[config.mk]
export PLATFORM = sky130hd
export DESIGN_NAME = dfcw_interpreter
export DESIGN_NICKNAME = d
export VERILOG_FILES = /design/src/verilog/dfcw_pkg.sv /design/src/verilog/dfcw_interpreter.sv
export SDC_FILE = /design/constraint.sdc
export NUM_CORES = 1
export LEC_CHECK = 0
export BUFFER_PORTS_ARGS = -buffer_cell sky130_fd_sc_hd__buf_2
export CAP_MARGIN = 25
export CORE_MARGIN = 2
export CORE_UTILIZATION = 56
export CTS_BUF_LIST = sky130_fd_sc_hd__clkbuf_8
export CTS_CLUSTER_DIAMETER = 30
export DETAILED_ROUTE_END_ITERATION = 7
export GPL_ROUTABILITY_DRIVEN = 0
export PLACE_DENSITY = 0.78
export SLEW_MARGIN = 20
export SYNTH_ARGS = -nofsm -noshare
export SYNTH_HDL_FRONTEND = slang
export SYNTH_SLANG_ARGS = --single-unit
[constraint.sdc]
create_clock -name i_clk -period 2.2 [get_ports i_clk]
set_input_delay 0.22 -clock i_clk [delete_from_list [all_inputs] [get_ports i_clk]]
set_output_delay 0.22 -clock i_clk [all_outputs]
set_load 0.1 [all_outputs]
[src/verilog/dfcw_pkg.sv]
// Purpose: Shared constants and types of the fieldbus control word interpreter
// Assumes: 11-bit frame identifiers, up to eight data bytes, byte 0 in data[7:0]
// Notes:   Node number is added to the base identifiers at run time
package dfcw_pkg;

   typedef struct packed {
      logic [10:0] id;
      logic [3:0] dlc;
      logic [63:0] data;
   } dfcw_frame_t;

   typedef enum logic [1:0] {
      DFCW_READY = 2'b00,
      DFCW_ON = 2'b01,
      DFCW_OP_ENABLED = 2'b10
   } dfcw_drive_state_t;

   // Identifiers
   localparam logic [10:0] ID_LOGON = 11'h081;
   localparam logic [10:0] ID_START = 11'h000;
   localparam logic [10:0] BASE_RXPDO = 11'h200;
   localparam logic [10:0] BASE_TXPDO = 11'h180;
   localparam logic [10:0] BASE_PARAM_REQ = 11'h600;
   localparam logic [10:0] BASE_PARAM_REPLY = 11'h580;

   // Frame contents
   localparam logic [7:0] START_CMD = 8'h01;
   localparam logic [7:0] PARAM_READ = 8'h05;
   localparam logic [7:0] PARAM_WRITE = 8'h02;
   localparam logic [7:0] PARAM_OK = 8'h00;
   localparam logic [15:0] CW_SWITCH_ON = 16'h0006;
   localparam logic [15:0] CW_ENABLE_OP = 16'h000F;
   localparam logic [15:0] SW_READY = 16'h0240;
   localparam logic [15:0] SW_ON = 16'h0231;
   localparam logic [15:0] SW_OP_ENABLED = 16'h0237;
   localparam logic [3:0] DLC_LOGON = 4'h0;
   localparam logic [3:0] DLC_STATUS = 4'h6;
   localparam logic [3:0] DLC_PARAM = 4'h8;

   // Control word bit positions
   localparam int CW_ENABLE = 0;
   localparam int CW_ESTOP = 2;
   localparam int CW_EXT_FAULT = 3;
   localparam int CW_FAULT_CLEAR = 7;
   localparam int CW_OUT_LSB = 12;
   // Data byte 2 bit positions
   localparam int B2_AUTO = 0;
   localparam int B2_START = 1;
   localparam int B2_ABORT = 2;
   localparam int B2_HOLD = 3;
   localparam int B2_JOG_POS = 6;
   localparam int B2_JOG_NEG = 7;

   localparam int PARAM_DEPTH = 16;
   localparam logic [63:0] DATA_RESET = 64'h0000_0000_0000_0000;

endpackage : dfcw_pkg

[src/verilog/dfcw_interpreter.sv]
// Purpose: Fieldbus command interpreter of a servo drive node
// Assumes: Frames arrive as one-cycle strobes from a CAN controller; tx held until accepted
// Notes:   Positioning mode selects the programmable positioning decoding of the control data
//
// Summary of operation
// - After reset the logon frame 0x81 is sent once, without data.
// - Received control data is held, not acted upon, before system start.
// - Broadcast start 0x00 with 01 00 activates the held control data.
// - Word 0x0006 moves Ready to On, 0x000F On to Operation enabled.
// - State reported at 0x180 plus node with status word and actual speed.
// - Parameter read 0x05 at 0x600 plus node, answered at 0x580 with 0x00.
// - Parameter write 0x02 stores the value and echoes number, 0x00 and value.
// - Positioning mode maps control data to flags 90-97 and variable 98.
// - Sequence program accepted only after the parameter set is stored.
// - Bit 0 enables the controller only while hardware enable is high.
// - Rising bit 2 triggers an emergency stop.
// - Bit 3 set forces an external fault.
// - Rising bit 7 clears the pending fault.
// - Bits 12 to 15 drive outputs 3 to 0 where bus-controlled.
// - Byte 2 bit 0 activates automatic mode.
// - Rising byte 2 bit 1 starts referencing in manual, program in automatic.
// - Byte 2 bit 2 aborts program and job; bit 3 holds both.
// - Byte 2 bits 6 and 7 jog positive and negative, manual only.
// - Data byte 3 drives target flags 90 to 97.
// - Data bytes 4 to 7 form variable 98, least significant byte first.
module dfcw_interpreter (
   // Clock and reset
   input wire logic i_clk,
   input wire logic i_reset,
   // Received frames
   input wire dfcw_pkg::dfcw_frame_t i_rx_frame,
   input wire logic i_rx_valid,
   // Transmitted frames
   output dfcw_pkg::dfcw_frame_t o_tx_frame,
   output logic o_tx_valid,
   input wire logic i_tx_ready,
   // Configuration and drive inputs
   input wire logic [6:0] i_node_id,
   input wire logic i_positioning_mode,
   input wire logic [3:0] i_bus_output_select,
   input wire logic [3:0] i_local_outputs,
   input wire logic i_hardware_enable_input,
   input wire logic [15:0] i_actual_speed,
   input wire logic i_param_set_stored,
   input wire logic i_program_load,
   // Drive state
   output logic o_started,
   output dfcw_pkg::dfcw_drive_state_t o_drive_state,
   output logic [15:0] o_speed_reference,
   output logic o_controller_enable,
   // Control word actions
   output logic o_emergency_stop,
   output logic o_external_fault_request,
   output logic o_fault_clear_request,
   output logic [3:0] o_digital_output,
   // Sequence program control
   output logic o_automatic_mode,
   output logic o_ref_run_start,
   output logic o_program_start,
   output logic o_program_abort,
   output logic o_feed_hold,
   output logic o_jog_pos,
   output logic o_jog_neg,
   output logic [7:0] o_bus_target_flags,
   output logic [31:0] o_bus_reference_variable,
   output logic o_program_accept,
   output logic o_program_reject
);

   function automatic logic [10:0] node_id(input logic [10:0] base, input logic [6:0] node);
      node_id = base + {4'h0, node};
   endfunction

   function automatic logic rising(input logic now_bit, input logic old_bit);
      rising = now_bit & ~old_bit;
   endfunction

   ////////////////////////////////////////////////////////////////////////
   // Frame decode
   wire [63:0] rx_data = i_rx_frame.data;
   wire rx_is_start = i_rx_valid && i_rx_frame.id == dfcw_pkg::ID_START
      && rx_data[7:0] == dfcw_pkg::START_CMD
      && (rx_data[15:8] == 8'h00 || rx_data[15:8] == {1'b0, i_node_id});
   wire rx_is_pdo = i_rx_valid && i_rx_frame.id == node_id(dfcw_pkg::BASE_RXPDO, i_node_id);
   wire rx_is_param = i_rx_valid && i_rx_frame.id == node_id(dfcw_pkg::BASE_PARAM_REQ, i_node_id);
   wire param_read = rx_is_param && rx_data[23:16] == dfcw_pkg::PARAM_READ;
   wire param_write = rx_is_param && rx_data[23:16] == dfcw_pkg::PARAM_WRITE;
   wire [15:0] param_num = rx_data[15:0];
   wire [3:0] param_idx = param_num[3:0];

   ////////////////////////////////////////////////////////////////////////
   // Held and applied control data
   logic started_reg;
   logic [63:0] held_reg;
   logic [63:0] applied_reg;
   // Held data waits for start; afterwards each frame acts at once
   wire apply = (started_reg && rx_is_pdo) || rx_is_start;
   wire [63:0] apply_data = rx_is_pdo ? rx_data : held_reg;
   wire [15:0] new_cw = apply_data[15:0];
   wire [7:0] new_b2 = apply_data[23:16];
   wire [15:0] old_cw = applied_reg[15:0];
   wire [7:0] old_b2 = applied_reg[23:16];
   wire [7:0] app_b2 = applied_reg[23:16];
   wire pp = i_positioning_mode;

   always_ff @(posedge i_clk) begin
      if (i_reset) begin
         started_reg <= 1'b0;
         held_reg <= dfcw_pkg::DATA_RESET;
         applied_reg <= dfcw_pkg::DATA_RESET;
      end else begin
         if (rx_is_start) started_reg <= 1'b1;
         if (rx_is_pdo) held_reg <= rx_data;
         if (apply) applied_reg <= apply_data;
      end
   end

   ////////////////////////////////////////////////////////////////////////
   // Drive state machine
   dfcw_pkg::dfcw_drive_state_t state_reg, state_next;
   always_comb begin
      state_next = state_reg;
      if (apply && !pp) begin
         unique case (state_reg)
            dfcw_pkg::DFCW_READY: if (new_cw == dfcw_pkg::CW_SWITCH_ON) state_next = dfcw_pkg::DFCW_ON;
            dfcw_pkg::DFCW_ON: if (new_cw == dfcw_pkg::CW_ENABLE_OP) state_next = dfcw_pkg::DFCW_OP_ENABLED;
            dfcw_pkg::DFCW_OP_ENABLED: state_next = state_reg;
            default: state_next = dfcw_pkg::DFCW_READY;
         endcase
      end
   end

   wire [15:0] status_word = (state_reg == dfcw_pkg::DFCW_ON) ? dfcw_pkg::SW_ON
      : (state_reg == dfcw_pkg::DFCW_OP_ENABLED) ? dfcw_pkg::SW_OP_ENABLED : dfcw_pkg::SW_READY;
   // Only the assigned control bits reach the outputs
   wire [3:0] bus_outs = {applied_reg[dfcw_pkg::CW_OUT_LSB], applied_reg[dfcw_pkg::CW_OUT_LSB + 1],
      applied_reg[dfcw_pkg::CW_OUT_LSB + 2], applied_reg[dfcw_pkg::CW_OUT_LSB + 3]};
   wire enable_cmd = pp ? applied_reg[dfcw_pkg::CW_ENABLE] : (state_reg == dfcw_pkg::DFCW_OP_ENABLED);

   always_ff @(posedge i_clk) begin
      if (i_reset) begin
         state_reg <= dfcw_pkg::DFCW_READY;
         o_speed_reference <= 16'h0000;
         o_controller_enable <= 1'b0;
         o_emergency_stop <= 1'b0;
         o_external_fault_request <= 1'b0;
         o_fault_clear_request <= 1'b0;
         o_digital_output <= 4'h0;
         o_ref_run_start <= 1'b0;
         o_program_start <= 1'b0;
      end else begin
         state_reg <= state_next;
         if (apply && !pp) o_speed_reference <= apply_data[47:32];
         o_controller_enable <= enable_cmd & i_hardware_enable_input;
         o_emergency_stop <= apply && pp && rising(new_cw[dfcw_pkg::CW_ESTOP], old_cw[dfcw_pkg::CW_ESTOP]);
         o_external_fault_request <= pp && applied_reg[dfcw_pkg::CW_EXT_FAULT];
         o_fault_clear_request <= apply && pp
            && rising(new_cw[dfcw_pkg::CW_FAULT_CLEAR], old_cw[dfcw_pkg::CW_FAULT_CLEAR]);
         o_digital_output <= (pp ? i_bus_output_select : 4'h0) & bus_outs
            | ~(pp ? i_bus_output_select : 4'h0) & i_local_outputs;
         o_ref_run_start <= apply && pp && !new_b2[dfcw_pkg::B2_AUTO]
            && rising(new_b2[dfcw_pkg::B2_START], old_b2[dfcw_pkg::B2_START]);
         o_program_start <= apply && pp && new_b2[dfcw_pkg::B2_AUTO]
            && rising(new_b2[dfcw_pkg::B2_START], old_b2[dfcw_pkg::B2_START]);
      end
   end

   ////////////////////////////////////////////////////////////////////////
   // Sequence program interface
   logic params_stored_reg;
   always_ff @(posedge i_clk) begin
      if (i_reset) begin
         o_automatic_mode <= 1'b0;
         o_program_abort <= 1'b0;
         o_feed_hold <= 1'b0;
         o_jog_pos <= 1'b0;
         o_jog_neg <= 1'b0;
         o_bus_target_flags <= 8'h00;
         o_bus_reference_variable <= 32'h0000_0000;
         params_stored_reg <= 1'b0;
         o_program_accept <= 1'b0;
         o_program_reject <= 1'b0;
      end else begin
         o_automatic_mode <= pp && app_b2[dfcw_pkg::B2_AUTO];
         o_program_abort <= pp && app_b2[dfcw_pkg::B2_ABORT];
         o_feed_hold <= pp && app_b2[dfcw_pkg::B2_HOLD];
         o_jog_pos <= pp && !app_b2[dfcw_pkg::B2_AUTO] && app_b2[dfcw_pkg::B2_JOG_POS];
         o_jog_neg <= pp && !app_b2[dfcw_pkg::B2_AUTO] && app_b2[dfcw_pkg::B2_JOG_NEG];
         if (pp) begin
            o_bus_target_flags <= applied_reg[31:24];
            o_bus_reference_variable <= applied_reg[63:32];
         end
         if (i_param_set_stored) params_stored_reg <= 1'b1;
         o_program_accept <= i_program_load && params_stored_reg;
         o_program_reject <= i_program_load && !params_stored_reg;
      end
   end

   ////////////////////////////////////////////////////////////////////////
   // Parameter channel
   logic [31:0] param_mem [dfcw_pkg::PARAM_DEPTH];
   logic param_pending_reg;
   logic [63:0] param_reply_reg;
   wire [31:0] param_value = param_write ? rx_data[55:24] : param_mem[param_idx];

   always_ff @(posedge i_clk) begin
      if (i_reset) begin
         for (int k = 0; k < dfcw_pkg::PARAM_DEPTH; k++) param_mem[k] <= 32'h0000_0000;
         param_reply_reg <= dfcw_pkg::DATA_RESET;
      end else begin
         if (param_write) param_mem[param_idx] <= rx_data[55:24];
         if (param_read || param_write) param_reply_reg <= {8'h00, param_value, dfcw_pkg::PARAM_OK, param_num};
      end
   end

   ////////////////////////////////////////////////////////////////////////
   // Transmit arbitration: logon, parameter reply, status
   logic logon_pending_reg;
   logic status_pending_reg;
   wire tx_free = !o_tx_valid || i_tx_ready;
   wire load_logon = tx_free && logon_pending_reg;
   wire load_param = tx_free && !logon_pending_reg && param_pending_reg;
   wire load_status = tx_free && !logon_pending_reg && !param_pending_reg && status_pending_reg;

   always_ff @(posedge i_clk) begin
      if (i_reset) begin
         logon_pending_reg <= 1'b1;
         param_pending_reg <= 1'b0;
         status_pending_reg <= 1'b0;
         o_tx_valid <= 1'b0;
         o_tx_frame <= '0;
         o_started <= 1'b0;
         o_drive_state <= dfcw_pkg::DFCW_READY;
      end else begin
         o_started <= started_reg;
         o_drive_state <= state_reg;
         if (load_logon) logon_pending_reg <= 1'b0;
         // New events win over the clear of the same cycle
         param_pending_reg <= (param_pending_reg && !load_param) || param_read || param_write;
         status_pending_reg <= (status_pending_reg && !load_status) || apply;
         if (load_logon) begin
            o_tx_frame <= '{dfcw_pkg::ID_LOGON, dfcw_pkg::DLC_LOGON, dfcw_pkg::DATA_RESET};
         end else if (load_param) begin
            o_tx_frame <= '{node_id(dfcw_pkg::BASE_PARAM_REPLY, i_node_id), dfcw_pkg::DLC_PARAM,
               param_reply_reg};
         end else if (load_status) begin
            o_tx_frame <= '{node_id(dfcw_pkg::BASE_TXPDO, i_node_id), dfcw_pkg::DLC_STATUS,
               {16'h0000, i_actual_speed, 16'h0000, status_word}};
         end
         if (tx_free) o_tx_valid <= load_logon || load_param || load_status;
      end
   end

   ////////////////////////////////////////////////////////////////////////
   // Checks
   logic logon_seen_reg;
   always_ff @(posedge i_clk) begin
      if (i_reset) logon_seen_reg <= 1'b0;
      else if (o_tx_valid && i_tx_ready && o_tx_frame.id == dfcw_pkg::ID_LOGON) logon_seen_reg <= 1'b1;
   end

   a_logon_once: assert property (@(posedge i_clk) disable iff (i_reset)
      logon_seen_reg |-> !(o_tx_valid && o_tx_frame.id == dfcw_pkg::ID_LOGON && o_tx_frame.dlc == 4'h0
         && $past(logon_seen_reg)))
      else $error("logon frame sent twice");
   a_hold_before_start: assert property (@(posedge i_clk) disable iff (i_reset)
      (!started_reg && !rx_is_start) |=> $stable(applied_reg))
      else $error("control data acted on before start");
   a_start_applies: assert property (@(posedge i_clk) disable iff (i_reset)
      rx_is_start |=> applied_reg == $past(held_reg) && started_reg)
      else $error("start did not activate held data");
   a_state_ready_on: assert property (@(posedge i_clk) disable iff (i_reset)
      (apply && !pp && state_reg == dfcw_pkg::DFCW_READY && new_cw == 16'h0006) |=> state_reg == dfcw_pkg::DFCW_ON)
      else $error("ready to on step missing");
   a_status_sent: assert property (@(posedge i_clk) disable iff (i_reset)
      (apply && !o_tx_valid && !logon_pending_reg && !param_pending_reg) |=> ##1 (o_tx_valid
         && o_tx_frame.id == 11'h180 + {4'h0, i_node_id} && o_tx_frame.data[7:0] == $past(status_word[7:0], 1)))
      else $error("status frame not queued");
   a_param_echo: assert property (@(posedge i_clk) disable iff (i_reset)
      (param_write && !o_tx_valid && !logon_pending_reg && !param_pending_reg) |=> ##1 (o_tx_valid
         && o_tx_frame.data[15:0] == $past(param_num, 2) && o_tx_frame.data[23:16] == 8'h00
         && o_tx_frame.data[55:24] == $past(rx_data[55:24], 2)))
      else $error("parameter write not echoed");
   a_program_gate: assert property (@(posedge i_clk) disable iff (i_reset)
      o_program_accept |-> $past(params_stored_reg) && $past(i_program_load))
      else $error("program accepted before parameter set stored");
   a_enable_gate: assert property (@(posedge i_clk) disable iff (i_reset)
      o_controller_enable |-> $past(i_hardware_enable_input) && $past(enable_cmd))
      else $error("controller enabled without hardware enable");
   a_estop_edge: assert property (@(posedge i_clk) disable iff (i_reset)
      o_emergency_stop |-> applied_reg[2] && !$past(applied_reg[2]))
      else $error("emergency stop without rising bit");
   a_fault_clear: assert property (@(posedge i_clk) disable iff (i_reset)
      o_fault_clear_request |-> applied_reg[7] && !$past(applied_reg[7]))
      else $error("fault clear without rising bit");
   a_output_map: assert property (@(posedge i_clk) disable iff (i_reset)
      (pp && i_bus_output_select[3]) |=> o_digital_output[3] == $past(applied_reg[12]))
      else $error("output 3 not following bit 12");
   a_jog_manual: assert property (@(posedge i_clk) disable iff (i_reset)
      (o_jog_pos || o_jog_neg) |-> !$past(app_b2[0]))
      else $error("jog active in automatic mode");

endmodule // dfcw_interpreter

==> run_results.csv <==
group,metric,value,unit
status,status,"finished, final reports clean",
timing,slew_viol_final,0,
grt,grt-busiest-layer,"met2",
pwr,power_density,789.1,mW/mm^2
worst_setup_path,cp_max_fo,16,
clock_network,cts-root-buf,"clkbuf_8",
clock_network,clk_pin_slew,0.06,ns
drt,vias,23878,
cells_and_area,instances_no_fill,3959,
grt,use_met3,0.06735,
synthesis,yosys.area.top_type,"edfxtp_1",
worst_setup_path,r2r-start,"param_mem[10][15]",
synthesis,netlist_top_cells_area,"edfxtp_1 (44%), dfxtp_1 (18%), mux4_2 (10%)",
synthesis,synth_cells,2604,
synthesis,synth_flop_cell,"edfxtp_1",
timing,period_share,0.9863,
worst_hold_path,hold_path.class,"in -> reg",
synthesis,synth-simple-area-share,0.1563,
timing,timing.fmax,460.8,MHz
clock_network,postCtsSetupBuffers,0,
grt,overflow,0,
worst_setup_path,r2r_end,"param_reply_reg[39]",
grt,antenna_found_initial,1,
drt,initialDrtViolationCount,2722,
synthesis,netlist_top_cells_count,"and2_1 (521), edfxtp_1 (512), dfxtp_1 (307)",
worst_hold_path,hp-start,"i_rx_frame[38]",
placed_design,dp_hpwl,61.92,mm
worst_setup_path,required,2.81,ns
pwr,peakVddDrop,640.9,uV
timing,setup_viol,0,
synthesis,syn_area_per_cell,13.31,um^2
job,drv_cap,0,
timing,max_slew_margin,0.4131,
synthesis,synthArstFlopShare,0,
synthesis,yosysMostFrequentCell,"and2_1",
floorplan,start_util,0.5637,
clock_network,cts.sinks,819,
grt,grtUsageMet2,0.4892,
pwr,cellLeakagePower,15.70,nW
drt,viasPerCell,6.031,
worst_setup_path,worstSetupStartpointType,"input pin",
worst_setup_path,reg2regPathDepth,4,
synthesis,synth_compound_area_frac,0.04722,
clock_network,cts_tree,"done",
synthesis,synth_top_family_by_area,"simple AND/OR/NAND/NOR gates",
worst_setup_path,r2r_slack,0.13,ns
synthesis,ys_warn_count,0,
pwr,power,33.10,mW
synthesis,synthXorXnorAreaFrac,0.003538,
floorplan,die_area,0.06389,mm^2
worst_setup_path,critical_path_class,"in -> reg",
synthesis,synth_edf_count,512,
cells_and_area,fillCellCount,4064,
cells_and_area,largest_reg_flops,512,
synthesis,synth_top_area_share,0.4436,
worst_setup_path,crit_path_end,"param_reply_reg[31]",
floorplan,rows,91,
drt,wl_per_cell,24.32,um
grt,grt_pass1_vias,23897,
drt,wl,96.29,mm
placed_design,place_inst,3616,
timing,final.setup.tns,0,ns
cells_and_area,nNetsFinal,3181,
clock_network,cts_buffer_depth,3,
grt,grt_max_degree,182,
grt,use_met1,0.3965,
clock_network,clkLatencyLatePin,0.78,ns
floorplan,io_pins,274,
timing,worst_clock_skew,0.03457,ns
worst_setup_path,end_kind,"flop",
worst_setup_path,worst_ep_arrival_time,2.78,ns
clock_network,cts_max_level,4,
drt,first_pass_iters,6,
grt,grt_pass1_wl,142.7,mm
synthesis,yosysSeqAreaShare,0.6210,
floorplan,die_w,252.8,um
timing,worst_pin_slew,0.8804,ns
timing,worst_slack,0.03007,ns
timing,finalCriticalPeriod,2.170,ns
placed_design,post-place-ws,-0.4642,ns
floorplan,coreArea,0.06148,mm^2
worst_setup_path,cp-startpoint,"i_rx_frame[1]",
synthesis,synthAdderAreaFrac,0.001083,
synthesis,synth_mux_area_frac,0.1381,
floorplan,die_y,252.8,um
synthesis,ys_ff_latch,819,
cells_and_area,drive_above_1_share,0.2709,
synthesis,syn-cell-area,0.03466,mm^2
timing,finalHoldViolCount,0,
timing,hold_slack,0.04723,ns
drt,ant_nets,0,
synthesis,synth_cell_types,60,
clock_network,cts_buffers,141,
placed_design,io_buffers,251,
grt,grt_usage,0.3028,
drt,drc,0,
cells_and_area,syn_to_final_growth,21.03,%
## layout make-up
cell class,count,area [um^2],area share
Inverter,9,33.78,0.0008054
Timing Repair Buffer,530,4402,0.1049
Sequential cell,819,21520,0.5131
Tap cell,790,988.4,0.02357
Clock inverter,94,648.1,0.01545
Multi-Input combinational cell,1559,12200,0.2908
Clock buffer,156,2147,0.05119
Antenna cell,2,5.005,0.0001193
## power by group
group / internal (mW) / switching, mW / leakage [nW]
clock network: 7.39 / 6.26 / 1.51
registers: 16.8 / 0.150 / 7.33
logic: 1.08 / 1.46 / 6.86
total: 25.2 / 7.87 / 15.7
## logic make-up after synthesis
family / after synthesis
fa+ha+maj: 3
mux: 278
compound gates: 252
simple gates: 994
buf+inv: 243
other cells: 1
flops: 819
xor+xnor: 14
## how the worst min path moves through the flow
stage,endpoint,depth (start not counted)
floorplan,params_stored_reg,2
global placement,o_emergency_stop,1
detailed placement,o_emergency_stop,1
CTS,param_mem[8][14],2
global route,param_mem[14][14],2
finish,param_mem[14][14],2
## timing repair
item                       4_1_cts  5_1_grt
hold endpoints to repair       373        0
setup endpoints to repair        0        6
hold buffers                    91        0
resized for setup                0        7
## worst max-delay path, stage by stage
cell and delay, ns:
dlygate4sd3_1 0.54, buf_4 0.20, buf_12 0.25, buf_12 0.19
mux4_2 0.35, mux4_2 0.55, mux2i_1 0.31, a211oi_1 0.13
## placed cells by master (no fill, tap or decap), types with 16 or more instances in the layout
master	netlist	layout
and2_1	521	520
edfxtp_1	512	512
dfxtp_1	307	306
buf_2	64	246
nand2_1	162	162
nor2_1	173	162
mux4_2	160	160
clkbuf_8	0	157
buf_4	27	127
mux2i_1	117	117
a21oi_1	110	110
dlygate4sd3_1	0	91
buf_12	0	64
a211oi_1	55	55
inv_1	9	40
nand3_1	36	36
o22a_1	29	29
o21ai_0	20	20
conb_1	1	18
clkinv_2	0	18
or3_1	17	17
or2_4	1	17
clkinvlp_4	0	17
a22oi_1	16	16
clkinv_1	0	16
## routing by layer
metal,up-vias,routed length [um]
met5,-,16
met4,2,3639
met3,254,9847
met2,1448,46660
met1,11896,36120
li1,10278,-
## per-stage QoR
stage	instance area, um^2	utilization
floorplan	34770	-
global route	41940	0.6821
finish	41940	0.6822
global placement	38220	0.6216
detailed placement	38220	0.6216
CTS	41920	0.6818
Note: power is estimated with default switching activity, not from simulation.
